## src/design/gpab_pkg.sv

```systemverilog
// constants for the shared port a / port b gpio block
package gpab_pkg;
  localparam int APB_AW = 12;
  localparam int APB_DW = 32;
  localparam int PA_W = 8;
  localparam int PB_W = 2;
  // register byte offsets
  localparam logic [11:0] OFS_PA_LATCH = 12'h000;
  localparam logic [11:0] OFS_PA_DIR = 12'h004;
  localparam logic [11:0] OFS_PB_LATCH = 12'h008;
  localparam logic [11:0] OFS_PB_DIR = 12'h00C;
  localparam logic [11:0] OFS_LCD_ENABLE_TWO = 12'h010;
  localparam logic [11:0] OFS_LCD_ENABLE_THREE = 12'h014;
  localparam logic [11:0] OFS_LCD_ENABLE_ONE = 12'h018;
  localparam logic [11:0] OFS_STANDBY_CTRL = 12'h01C;
  // field positions
  localparam int POS_PORT_INPUT_GATE = 0;
  localparam int POS_STANDBY_PIN_FLOAT = 0;
  // reset values
  localparam logic [7:0] RST_PA_LATCH = 8'h00;
  localparam logic [7:0] RST_PA_DIR = 8'h00;
  localparam logic [1:0] RST_PB_LATCH = 2'h0;
  localparam logic [1:0] RST_PB_DIR = 2'h0;
  localparam logic [7:0] RST_COM_SEL = 8'h00;
  localparam logic [1:0] RST_SEG_SEL = 2'h0;
  localparam logic RST_INPUT_GATE = 1'b1;
  localparam logic RST_PIN_FLOAT = 1'b0;
endpackage

```

## src/design/gpab_port.sv

```systemverilog
// port a / port b gpio with lcd sharing, apb register slave
//
// Function
// - a pin whose direction bit is one is driven as output.
// - a pin whose direction bit is zero is an input.
// - an output pin drives its latch bit level.
// - data writes always load the latch; only output pins show it.
// - ordinary data read of an output pin returns the latch bit.
// - ordinary data read of an input pin returns the pin level.
// - read-modify-write data reads return the latch for every pin.
// - port a uses bits 0 to 7, port b bits 0 and 1.
// - reset clears all direction bits, so pins start as inputs.
// - float bit set in stop or watch: pins hi-z, input held low.
// - float bit clear: pin state and level kept through standby.
// - port a lcd common select bit one hands the pin to lcd.
// - port b drive-line use: direction zero, select bit one.
`timescale 1ns/100ps
module gpab_port (
  input wire logic clk_in,
  input wire logic rst_in,
  input wire logic psel_in,
  input wire logic penable_in,
  input wire logic pwrite_in,
  input wire logic [gpab_pkg::APB_AW-1:0] paddr_in,
  input wire logic [gpab_pkg::APB_DW-1:0] pwdata_in,
  input wire logic rmw_read_in,
  input wire logic standby_in,
  input wire logic [gpab_pkg::PA_W-1:0] lcd_com_in,
  input wire logic [gpab_pkg::PB_W-1:0] lcd_seg_in,
  input wire logic [gpab_pkg::PA_W-1:0] a_pin_in,
  input wire logic [gpab_pkg::PB_W-1:0] b_pin_in,
  output logic [gpab_pkg::APB_DW-1:0] prdata_out,
  output logic pready_out,
  output logic pslverr_out,
  output logic [gpab_pkg::PA_W-1:0] a_pin_out,
  output logic [gpab_pkg::PA_W-1:0] a_pin_oe_out,
  output logic [gpab_pkg::PB_W-1:0] b_pin_out,
  output logic [gpab_pkg::PB_W-1:0] b_pin_oe_out
);

  ////////////////////////////////////////////////////////////////////////////
  logic [gpab_pkg::PA_W-1:0] pa_latch_r;
  logic [gpab_pkg::PA_W-1:0] pa_dir_r;
  logic [gpab_pkg::PB_W-1:0] pb_latch_r;
  logic [gpab_pkg::PB_W-1:0] pb_dir_r;
  logic [gpab_pkg::PA_W-1:0] com_sel_r;
  logic [gpab_pkg::PB_W-1:0] seg_sel_r;
  logic input_gate_r;
  logic pin_float_r;
  logic [gpab_pkg::PA_W-1:0] a_level;
  logic [gpab_pkg::PB_W-1:0] b_level;
  logic float_act;
  logic setup_ph;
  logic wr_done;
  logic mapped;
  logic [gpab_pkg::APB_DW-1:0] rd_nxt;

  assign float_act = standby_in & pin_float_r;
  assign setup_ph = psel_in & ~penable_in;
  assign wr_done = psel_in & penable_in & pready_out & pwrite_in;

  ////////////////////////////////////////////////////////////////////////////
  // address decode and read mux
  always_comb
  begin
    mapped = 1'b1;
    rd_nxt = '0;
    case (paddr_in)
      gpab_pkg::OFS_PA_LATCH:
        if (rmw_read_in)
          rd_nxt[7:0] = pa_latch_r;
        else
          rd_nxt[7:0] = (pa_latch_r & pa_dir_r) | (a_level & ~pa_dir_r);
      gpab_pkg::OFS_PA_DIR:
        rd_nxt[7:0] = pa_dir_r;
      gpab_pkg::OFS_PB_LATCH:
        if (rmw_read_in)
          rd_nxt[1:0] = pb_latch_r;
        else
          rd_nxt[1:0] = (pb_latch_r & pb_dir_r) | (b_level & ~pb_dir_r);
      gpab_pkg::OFS_PB_DIR:
        rd_nxt[1:0] = pb_dir_r;
      gpab_pkg::OFS_LCD_ENABLE_TWO:
        rd_nxt[7:0] = com_sel_r;
      gpab_pkg::OFS_LCD_ENABLE_THREE:
        rd_nxt[1:0] = seg_sel_r;
      gpab_pkg::OFS_LCD_ENABLE_ONE:
        rd_nxt[gpab_pkg::POS_PORT_INPUT_GATE] = input_gate_r;
      gpab_pkg::OFS_STANDBY_CTRL:
        rd_nxt[gpab_pkg::POS_STANDBY_PIN_FLOAT] = pin_float_r;
      default:
        mapped = 1'b0;
    endcase
  end

  ////////////////////////////////////////////////////////////////////////////
  // apb answer: no wait states, read data taken in the setup cycle, write data in the access cycle
  always_ff @(posedge clk_in)
  begin
    if (rst_in)
    begin
      pready_out <= 1'b0;
      pslverr_out <= 1'b0;
      prdata_out <= '0;
    end
    else
    begin
      pready_out <= setup_ph;
      pslverr_out <= setup_ph & ~mapped;
      if (setup_ph && !pwrite_in)
        prdata_out <= rd_nxt;
      else if (!psel_in)
        prdata_out <= '0;
    end
  end

  ////////////////////////////////////////////////////////////////////////////
  // port data latches; no reset needed in the part, cleared here for sim
  always_ff @(posedge clk_in)
  begin
    if (rst_in)
    begin
      pa_latch_r <= gpab_pkg::RST_PA_LATCH;
      pb_latch_r <= gpab_pkg::RST_PB_LATCH;
    end
    else if (wr_done)
    begin
      if (paddr_in == gpab_pkg::OFS_PA_LATCH)
        pa_latch_r <= pwdata_in[7:0];
      if (paddr_in == gpab_pkg::OFS_PB_LATCH)
        pb_latch_r <= pwdata_in[1:0];
    end
  end

  // direction bits
  always_ff @(posedge clk_in)
  begin
    if (rst_in)
    begin
      pa_dir_r <= gpab_pkg::RST_PA_DIR;
      pb_dir_r <= gpab_pkg::RST_PB_DIR;
    end
    else if (wr_done)
    begin
      if (paddr_in == gpab_pkg::OFS_PA_DIR)
        pa_dir_r <= pwdata_in[7:0];
      if (paddr_in == gpab_pkg::OFS_PB_DIR)
        pb_dir_r <= pwdata_in[1:0];
    end
  end

  // lcd sharing selects and input gate
  always_ff @(posedge clk_in)
  begin
    if (rst_in)
    begin
      com_sel_r <= gpab_pkg::RST_COM_SEL;
      seg_sel_r <= gpab_pkg::RST_SEG_SEL;
      input_gate_r <= gpab_pkg::RST_INPUT_GATE;
    end
    else if (wr_done)
    begin
      if (paddr_in == gpab_pkg::OFS_LCD_ENABLE_TWO)
        com_sel_r <= pwdata_in[7:0];
      if (paddr_in == gpab_pkg::OFS_LCD_ENABLE_THREE)
        seg_sel_r <= pwdata_in[1:0];
      if (paddr_in == gpab_pkg::OFS_LCD_ENABLE_ONE)
        input_gate_r <= pwdata_in[gpab_pkg::POS_PORT_INPUT_GATE];
    end
  end

  // standby pin float control
  always_ff @(posedge clk_in)
  begin
    if (rst_in)
      pin_float_r <= gpab_pkg::RST_PIN_FLOAT;
    else if (wr_done && paddr_in == gpab_pkg::OFS_STANDBY_CTRL)
      pin_float_r <= pwdata_in[gpab_pkg::POS_STANDBY_PIN_FLOAT];
  end

  ////////////////////////////////////////////////////////////////////////////
  // the lcd owns a selected pin even if direction is left at one
  gpab_pin_bank #(
    .W(gpab_pkg::PA_W)
  ) u_bank_a (
    .clk_in(clk_in),
    .rst_in(rst_in),
    .dir_in(pa_dir_r),
    .latch_in(pa_latch_r),
    .lcd_sel_in(com_sel_r),
    .lcd_val_in(lcd_com_in),
    .input_gate_in(input_gate_r),
    .float_in(float_act),
    .pin_in(a_pin_in),
    .pin_out(a_pin_out),
    .pin_oe_out(a_pin_oe_out),
    .level_out(a_level)
  );

  gpab_pin_bank #(
    .W(gpab_pkg::PB_W)
  ) u_bank_b (
    .clk_in(clk_in),
    .rst_in(rst_in),
    .dir_in(pb_dir_r),
    .latch_in(pb_latch_r),
    .lcd_sel_in(seg_sel_r),
    .lcd_val_in(lcd_seg_in),
    .input_gate_in(input_gate_r),
    .float_in(float_act),
    .pin_in(b_pin_in),
    .pin_out(b_pin_out),
    .pin_oe_out(b_pin_oe_out),
    .level_out(b_level)
  );

  ////////////////////////////////////////////////////////////////////////////
  // checks
  a_reset_dir_clear:
  assert property (@(posedge clk_in)
    rst_in |=> (pa_dir_r == 8'h00) && (pb_dir_r == 2'h0))
  else
    $error("direction bits not cleared by reset");

  a_pin_dir_enable:
  assert property (@(posedge clk_in) disable iff (rst_in)
    !$past(float_act) && !$past(rst_in) |->
    a_pin_oe_out == ($past(pa_dir_r) | $past(com_sel_r)))
  else
    $error("port a output enable does not follow direction");

  a_pin_input_off:
  assert property (@(posedge clk_in) disable iff (rst_in)
    !$past(float_act) && !$past(rst_in) |->
    (b_pin_oe_out & ~$past(pb_dir_r) & ~$past(seg_sel_r)) == 2'h0)
  else
    $error("port b input pin is driven");

  a_pin_out_level:
  assert property (@(posedge clk_in) disable iff (rst_in)
    !$past(float_act) && !$past(rst_in) |->
    ((a_pin_out ^ $past(pa_latch_r))
      & $past(pa_dir_r) & ~$past(com_sel_r)) == 8'h00)
  else
    $error("port a output level differs from latch");

  a_latch_write_load:
  assert property (@(posedge clk_in) disable iff (rst_in)
    wr_done && paddr_in == gpab_pkg::OFS_PA_LATCH |=>
    pa_latch_r == $past(pwdata_in[7:0]))
  else
    $error("port a latch not loaded by write");

  a_latch_pin_delay:
  assert property (@(posedge clk_in) disable iff (rst_in)
    wr_done && paddr_in == gpab_pkg::OFS_PB_LATCH && pb_dir_r == 2'h3
    && seg_sel_r == 2'h0 ##1 !float_act && $stable(pb_dir_r)
    |=> b_pin_out == $past(pwdata_in[1:0], 2))
  else
    $error("port b pins not updated one edge after latch write");

  a_read_plain_mix:
  assert property (@(posedge clk_in) disable iff (rst_in)
    setup_ph && !pwrite_in && !rmw_read_in
    && paddr_in == gpab_pkg::OFS_PA_LATCH |=>
    prdata_out[7:0] == (($past(pa_latch_r) & $past(pa_dir_r))
      | ($past(a_level) & ~$past(pa_dir_r))))
  else
    $error("ordinary port a read mixes latch and pins wrongly");

  a_read_rmw_latch:
  assert property (@(posedge clk_in) disable iff (rst_in)
    setup_ph && !pwrite_in && rmw_read_in
    && paddr_in == gpab_pkg::OFS_PB_LATCH |=>
    prdata_out == {30'h0, $past(pb_latch_r)})
  else
    $error("rmw read of port b did not return latch");

  a_read_upper_zero:
  assert property (@(posedge clk_in) disable iff (rst_in)
    setup_ph && !pwrite_in && paddr_in == gpab_pkg::OFS_PB_DIR
    |=> prdata_out[31:2] == 30'h0 && prdata_out[1:0] == $past(pb_dir_r))
  else
    $error("port b direction read shows upper bits");

  a_float_hiz:
  assert property (@(posedge clk_in) disable iff (rst_in)
    float_act |=> a_pin_oe_out == 8'h00 && b_pin_oe_out == 2'h0
    ##1 (a_level == 8'h00 || !$past(float_act)))
  else
    $error("pins not floated or input not held low in standby");

  a_standby_hold:
  assert property (@(posedge clk_in) disable iff (rst_in)
    standby_in && !pin_float_r && $stable(pa_dir_r) && $stable(com_sel_r)
    |=> a_pin_oe_out == $past(a_pin_oe_out, 1) || $past(rst_in))
  else
    $error("pin state changed in standby with float clear");

  a_lcd_common_own:
  assert property (@(posedge clk_in) disable iff (rst_in)
    !float_act && com_sel_r != 8'h00 |=>
    ((~a_pin_oe_out | (a_pin_out ^ $past(lcd_com_in)))
      & $past(com_sel_r)) == 8'h00)
  else
    $error("selected port a pin not handed to lcd common");

  a_apb_zero_wait:
  assert property (@(posedge clk_in) disable iff (rst_in)
    setup_ph |=> pready_out ##1 !pready_out || setup_ph)
  else
    $error("apb ready not a single access cycle");

endmodule

```

## src/design/gpab_pin_bank.sv

```systemverilog
// pin drivers and input samplers for one port
`timescale 1ns/100ps
module gpab_pin_bank #(
  parameter int W = 8
) (
  input wire logic clk_in,
  input wire logic rst_in,
  input wire logic [W-1:0] dir_in,
  input wire logic [W-1:0] latch_in,
  input wire logic [W-1:0] lcd_sel_in,
  input wire logic [W-1:0] lcd_val_in,
  input wire logic input_gate_in,
  input wire logic float_in,
  input wire logic [W-1:0] pin_in,
  output logic [W-1:0] pin_out,
  output logic [W-1:0] pin_oe_out,
  output logic [W-1:0] level_out
);

  ////////////////////////////////////////////////////////////////////////////
  genvar i;
  generate
    for (i = 0; i < W; i++)
    begin : g_pin
      // drive path; one edge after the registers change
      always_ff @(posedge clk_in)
      begin
        if (rst_in)
        begin
          pin_out[i] <= 1'b0;
          pin_oe_out[i] <= 1'b0;
        end
        else if (float_in)
        begin
          pin_out[i] <= 1'b0;
          pin_oe_out[i] <= 1'b0;
        end
        else if (lcd_sel_in[i])
        begin
          pin_out[i] <= lcd_val_in[i];
          pin_oe_out[i] <= 1'b1;
        end
        else
        begin
          pin_out[i] <= latch_in[i];
          pin_oe_out[i] <= dir_in[i];
        end
      end

      // input path; forced low while floated to stop leakage
      always_ff @(posedge clk_in)
      begin
        if (rst_in)
          level_out[i] <= 1'b0;
        else if (float_in || !input_gate_in)
          level_out[i] <= 1'b0;
        else
          level_out[i] <= pin_in[i];
      end
    end
  endgenerate

endmodule

```

## config.mk

```make
export PLATFORM = sky130hd
export DESIGN_NAME = gpab_port
export DESIGN_NICKNAME = d
export VERILOG_FILES = /design/src/design/gpab_pkg.sv /design/src/design/gpab_port.sv /design/src/design/gpab_pin_bank.sv
export SDC_FILE = /design/constraint.sdc
export NUM_CORES = 1
export LEC_CHECK = 0
export BUFFER_PORTS_ARGS = -buffer_cell sky130_fd_sc_hd__clkbuf_2
export CAP_MARGIN = 20
export CORE_AREA = 2 2 88 90
export CTS_CLUSTER_DIAMETER = 50
export CTS_CLUSTER_SIZE = 16
export DETAILED_ROUTE_END_ITERATION = 7
export DIE_AREA = 0 0 90 92
export PLACE_DENSITY = 0.79
export SYNTH_ARGS = -nofsm -noshare
export SYNTH_HDL_FRONTEND = slang
export SYNTH_SLANG_ARGS = --single-unit
```

## constraint.sdc

```tcl
create_clock -name clk_in -period 1.8 [get_ports clk_in]
set_input_delay 0.36 -clock clk_in [delete_from_list [all_inputs] [get_ports clk_in]]
set_output_delay 0.36 -clock clk_in [all_outputs]
set_load 0.005 [all_outputs]
```

---- Yosys cells after proc, flatten, opt, wreduce, memory -nomap -nowiden ----
Index checks and enable logic that the tools add are counted.
word-level totals
  bits in registers ....................... 72
  bits of input ports ..................... 71
  output and inout port bits .............. 54
operators by class
  eq/ne operators ......................... 8
  mux-type cells .......................... 28
  bitwise gates (word level) .............. 16
  reductions and logical operators ........ 16
operator list
  kind                                                   number
  == test 12 x 5 -> 1 bit, second input constant         4
  == test 12 x 4 -> 1 bit, second input constant         2
  2-to-1 mux 8 bit                                       3
  2-to-1 mux 1 bit                                       21
  case mux 6 bit (3 select lines)                        1
  AND 8 bit                                              2
  AND reduction 2 bit                                    7
  == test 12 x 3 -> 1 bit, second input constant         1
  logical NOT 12 bit                                     1
  inverter 8 bit                                         1
  bitwise OR 8 bit                                       1
  case mux 1 bit (8 select lines)                        1
  OR reduction 8 bit                                     1
  AND 1 bit                                              6
  case mux 1 bit (6 select lines)                        1
  AND 2 bit                                              2
  OR reduction 2 bit                                     2
  logical AND 1 bit                                      2
  logical NOT 1 bit                                      2
  2-to-1 mux 2 bit                                       1
  inequality test 2 x 1 -> 1 bit, second input constant  1
  inverter 1 bit                                         2
  inverter 2 bit                                         1
  bitwise OR 2 bit                                       1
  logical OR 1 bit                                       1

---- Logic depth before layout (Yosys ltp) ----
  word-level depth ........................ 6
  gate-level depth with buffers ........... 7

---- Modules after synthesis ----
Synthesis repeated with hierarchy kept, for this count alone.
second synthesis, totals
  cells, all modules ...................... 367
  area, all modules ....................... 3258.1 µm²
modules (own cells, without submodules)
  module                    times used  cells an instance  area each (µm²)
  gpab_port                 1           284                2336.0
  gpab_pin_bank (u_bank_a)  1           68                 738.2
  gpab_pin_bank (u_bank_b)  1           15                 183.9

---- Least setup slack after synthesis ----
OpenSTA, ideal clock, no wires.
  kind .................................... input to register
  from .................................... input port paddr_in[9] (netlist name)
  to ...................................... register pa_latch_r[7] (netlist name)
  data arrival time ....................... 1755 ps
  required time ........................... 1672 ps
  slack ................................... -83 ps
  stages on the path ...................... 6
  buffers on the path ..................... 1
  cell sequence ........................... nor4_4 -> nand2_1 -> or4b_1 -> buf_2 -> mux2i_1 -> nor2_1
between the ends
  longest elaborated chain between the ends .. 2
ends and longest elaborated chain
  element                               RTL line          source
  start: declaration                    gpab_port.sv:24   input wire logic [gpab_pkg::APB_AW-1:0] paddr_in,
  logical NOT 12 bit                    gpab_port.sv:128  if (paddr_in == gpab_pkg::OFS_PA_LATCH)
  AND reduction 2 bit (no source line)  -
  end signal: assignment                gpab_port.sv:123  pa_latch_r <= gpab_pkg::RST_PA_LATCH;
  end signal: assignment                gpab_port.sv:129  pa_latch_r <= pwdata_in[7:0];
  end: declaration                      gpab_port.sv:42   logic [gpab_pkg::PA_W-1:0] pa_latch_r;
No other way between the ends.
A chain may end at the register's enable or synchronous reset.

---- Worst setup path after layout ----
  from .................................... input port paddr_in[10] (netlist name)
  to ...................................... register prdata_out[4] (netlist name)
between the ends
  longest elaborated chain between the ends .. 3
  elaborated cells between the ends (all ways) .. 5
  classes of those cells .................. 2 x eq/ne; 2 x mux; 1 x reduce/logical
ends and longest elaborated chain
  element                                          RTL line          source
  == test 12 x 5 -> 1 bit (tied with other cells)  gpab_port.sv:68   case (paddr_in)
  case mux 6 bit (3 select lines) *                gpab_port.sv:68
  2-to-1 mux 8 bit *                               gpab_port.sv:110  if (setup_ph && !pwrite_in)
  end signal: assignment                           gpab_port.sv:111  prdata_out <= rd_nxt;
  end: declaration                                 gpab_port.sv:32   output logic [gpab_pkg::APB_DW-1:0] prdata_out,
Every way passes the cells marked *; elsewhere a longest branch is shown, timed or not.

==> flow_summary.ini <==
[worst_setup_path]
r2r_cells = 5
worstReg2RegStart = pready_out$_SDFF_PP0_
cp-start-kind = input port
cp.arrival_ns = 1.96
worstSetupPathType = input port to flop
reg2reg_to = pa_latch_r[1]$_SDFFE_PP0P_
end_kind = flop
cp_data_required_time_ns = 2.10
path_max_fanout = 6
reg2reg_slack_ns = 0.15

[detailed_routing]
post_drt_wl_per_cell_um = 13.9
drt_first_pass_iters = 5
final_antenna_net_count = 0
drt-total-wl_um = 7420
via_per_inst = 4.87
drc = 0
vias = 2594
first_iter_violations = 204

[timing]
fin_skew_ns = 0.00901
setup_viol = 0
tightestPinTransition_ns = 0.698
finalSetupTns_ns = 0
min_period_over_period_pct = 92.4
final_max_slew_viol_count = 0
period_minus_slack_ns = 1.66
slew_headroom_pct = 53.5
hold_ws_ns = 0.239
rsz0062_at_grt = false
fmax_ghz = 0.601
final_hold_viol_count = 0
setup_slack_ns = 0.137

[cts]
cts_buffer_depth = 2
clk_pin_slew_ns = 0.08
cts_tree = yes
clk_latency_ns = 0.35
cts_made_buffers = 9
htreeDepth = 3
clkSinkCount = 72
cts_root_buf = clkbuf_8
cts_setup_buffers = 0
cts_hold_buffers = 0
post_cts_resized = 0

[synth]
ys_warn_count = 0
synth-seq-area-share_pct = 46.7
synth_flop_cell = dfxtp_1
synth_area_leaders = dfxtp_1, mux2i_1, nor2_1
async_flop_share_pct = 0
synth-edff-count = 0
synth_area_leader_cell = dfxtp_1
synth_cells = 326
synth_area_um2 = 3090
syn_avg_cell_area_um2 = 9.46
ys_ff_latch = 72
synth.top_cell.area_share_pct = 46.7
yosysUniqueCellTypes = 43

[grt]
grt_pass1_vias = 2533
grt_pass1_wl_um = 12000
antenna_found_initial = 0
grt_max_degree = 34
overflow = 0
grtUsageTotal_pct = 18.5

[layout]
drive_above_1_share_pct = 30.2
nets = 498
final_area_um2 = 3910
mostFrequentLayoutCells = nor2_1, clkbuf_2, dfxtp_1, mux2i_1, buf_4
final_util_pct = 52.5
num_antenna_cells = 0
stdcell_count = 533
layout_commonest_cell = nor2_1
synthToLayoutAreaGrowth_pct = 26.7

[hold_path]
min_from = lcd_com_in[4]
hold_depth = 3
holdPathEnd = u_bank_a.pin_out[4]$_SDFF_PP0_
holdCritPathClass = input port to flop

[floorplan]
io_pins = 125
die_h_um = 92
dieArea_um2 = 8280
die_w_um = 90
placeableCoreArea_um2 = 7450
row_count = 32
start_util_pct = 41.4

[power]
ir_worst_vdd_mv = 0.314
p_per_area_nw_per_um2 = 829
total_power_mw = 3.24
power.leakage_nw = 1.74

[place]
dp_cells = 518
portBuffers = 76
placed_area_um2 = 3690
pre_cts_ws_ns = -0.228
hpwl_um = 5420
gp_congestion = 0.883

[job]
max-cap-violations = 0

[status]
status = finished, final reports clean
cells in the mapped netlist (4+ instances only):
cell type and number:
buf_4 24, nor2_1 78, a22o_1 7, a22oi_1 6, clkbuf_1 10, a21oi_1 4, o22ai_1 6, nand2_1 10
mux2i_1 48, dfxtp_1 72, and3_1 10, o21ai_0 6
final cells by class:
cell class                 count  area, µm²
multi-input combinational    238       1490
fill                         683       3540
clock buffer                  11        141
timing repair buffer         105        623
clock inverter                 4       77.6
inverter                       1       3.75
tap                          102        128
sequential                    72       1440
cells by family (layout without fill, tap and decap cells):
logic type	Yosys count	in the layout	synth area share, %
other cells	1	24	0.122
mux	49	49	15.9
simple gates	128	128	20.6
flops	72	72	46.7
compound gates	37	37	8.88
buf+inv	39	121	7.75
per-layer routing:
metal	vias to the layer above	global-route usage, %	wire (µm)
li1	1295	-	-
met1	1197	23.4	3470
met2	88	27.6	3350
met3	14	5.59	426
met4	0	11.8	170
met5	-	0	0
how the worst max path moves through the flow:
stage / end / slack [ns] / start / cells after the start
floorplan: prdata_out[2]$_SDFFE_PP0P_ / -0.03 / paddr_in[10] / 5
global placement: prdata_out[3]$_SDFFE_PP0P_ / -0.20 / paddr_in[10] / 7
detailed placement: prdata_out[4]$_SDFFE_PP0P_ / -0.23 / paddr_in[10] / 7
CTS: prdata_out[4]$_SDFFE_PP0P_ / 0.14 / paddr_in[10] / 7
global route: prdata_out[4]$_SDFFE_PP0P_ / 0.07 / paddr_in[10] / 7
finish: prdata_out[4]$_SDFFE_PP0P_ / 0.14 / paddr_in[10] / 7
registers in the layout, summed over array words and instances (netlist names), 8 cells and up:
name,count
com_sel_r,8
pa_dir_r,8
pa_latch_r,8
prdata_out,8
u_bank_a.level_out,8
u_bank_a.pin_oe_out,8
u_bank_a.pin_out,8
critical path, cell delays in order:
cell and delay, ns:
clkbuf_2 0.10, nor4_4 0.30, buf_4 0.16, nand3_2 0.06, or4_4 0.51, a211oi_4 0.29
a22o_1 0.18
where the power goes:
part	leakage (nW)	internal [mW]	switching [mW]
clock network	0.110	0.818	0.590
logic	1.05	0.0968	0.126
registers	0.583	1.61	0.00438
total	1.74	2.52	0.721
Power figures use the tool's default switching activity.
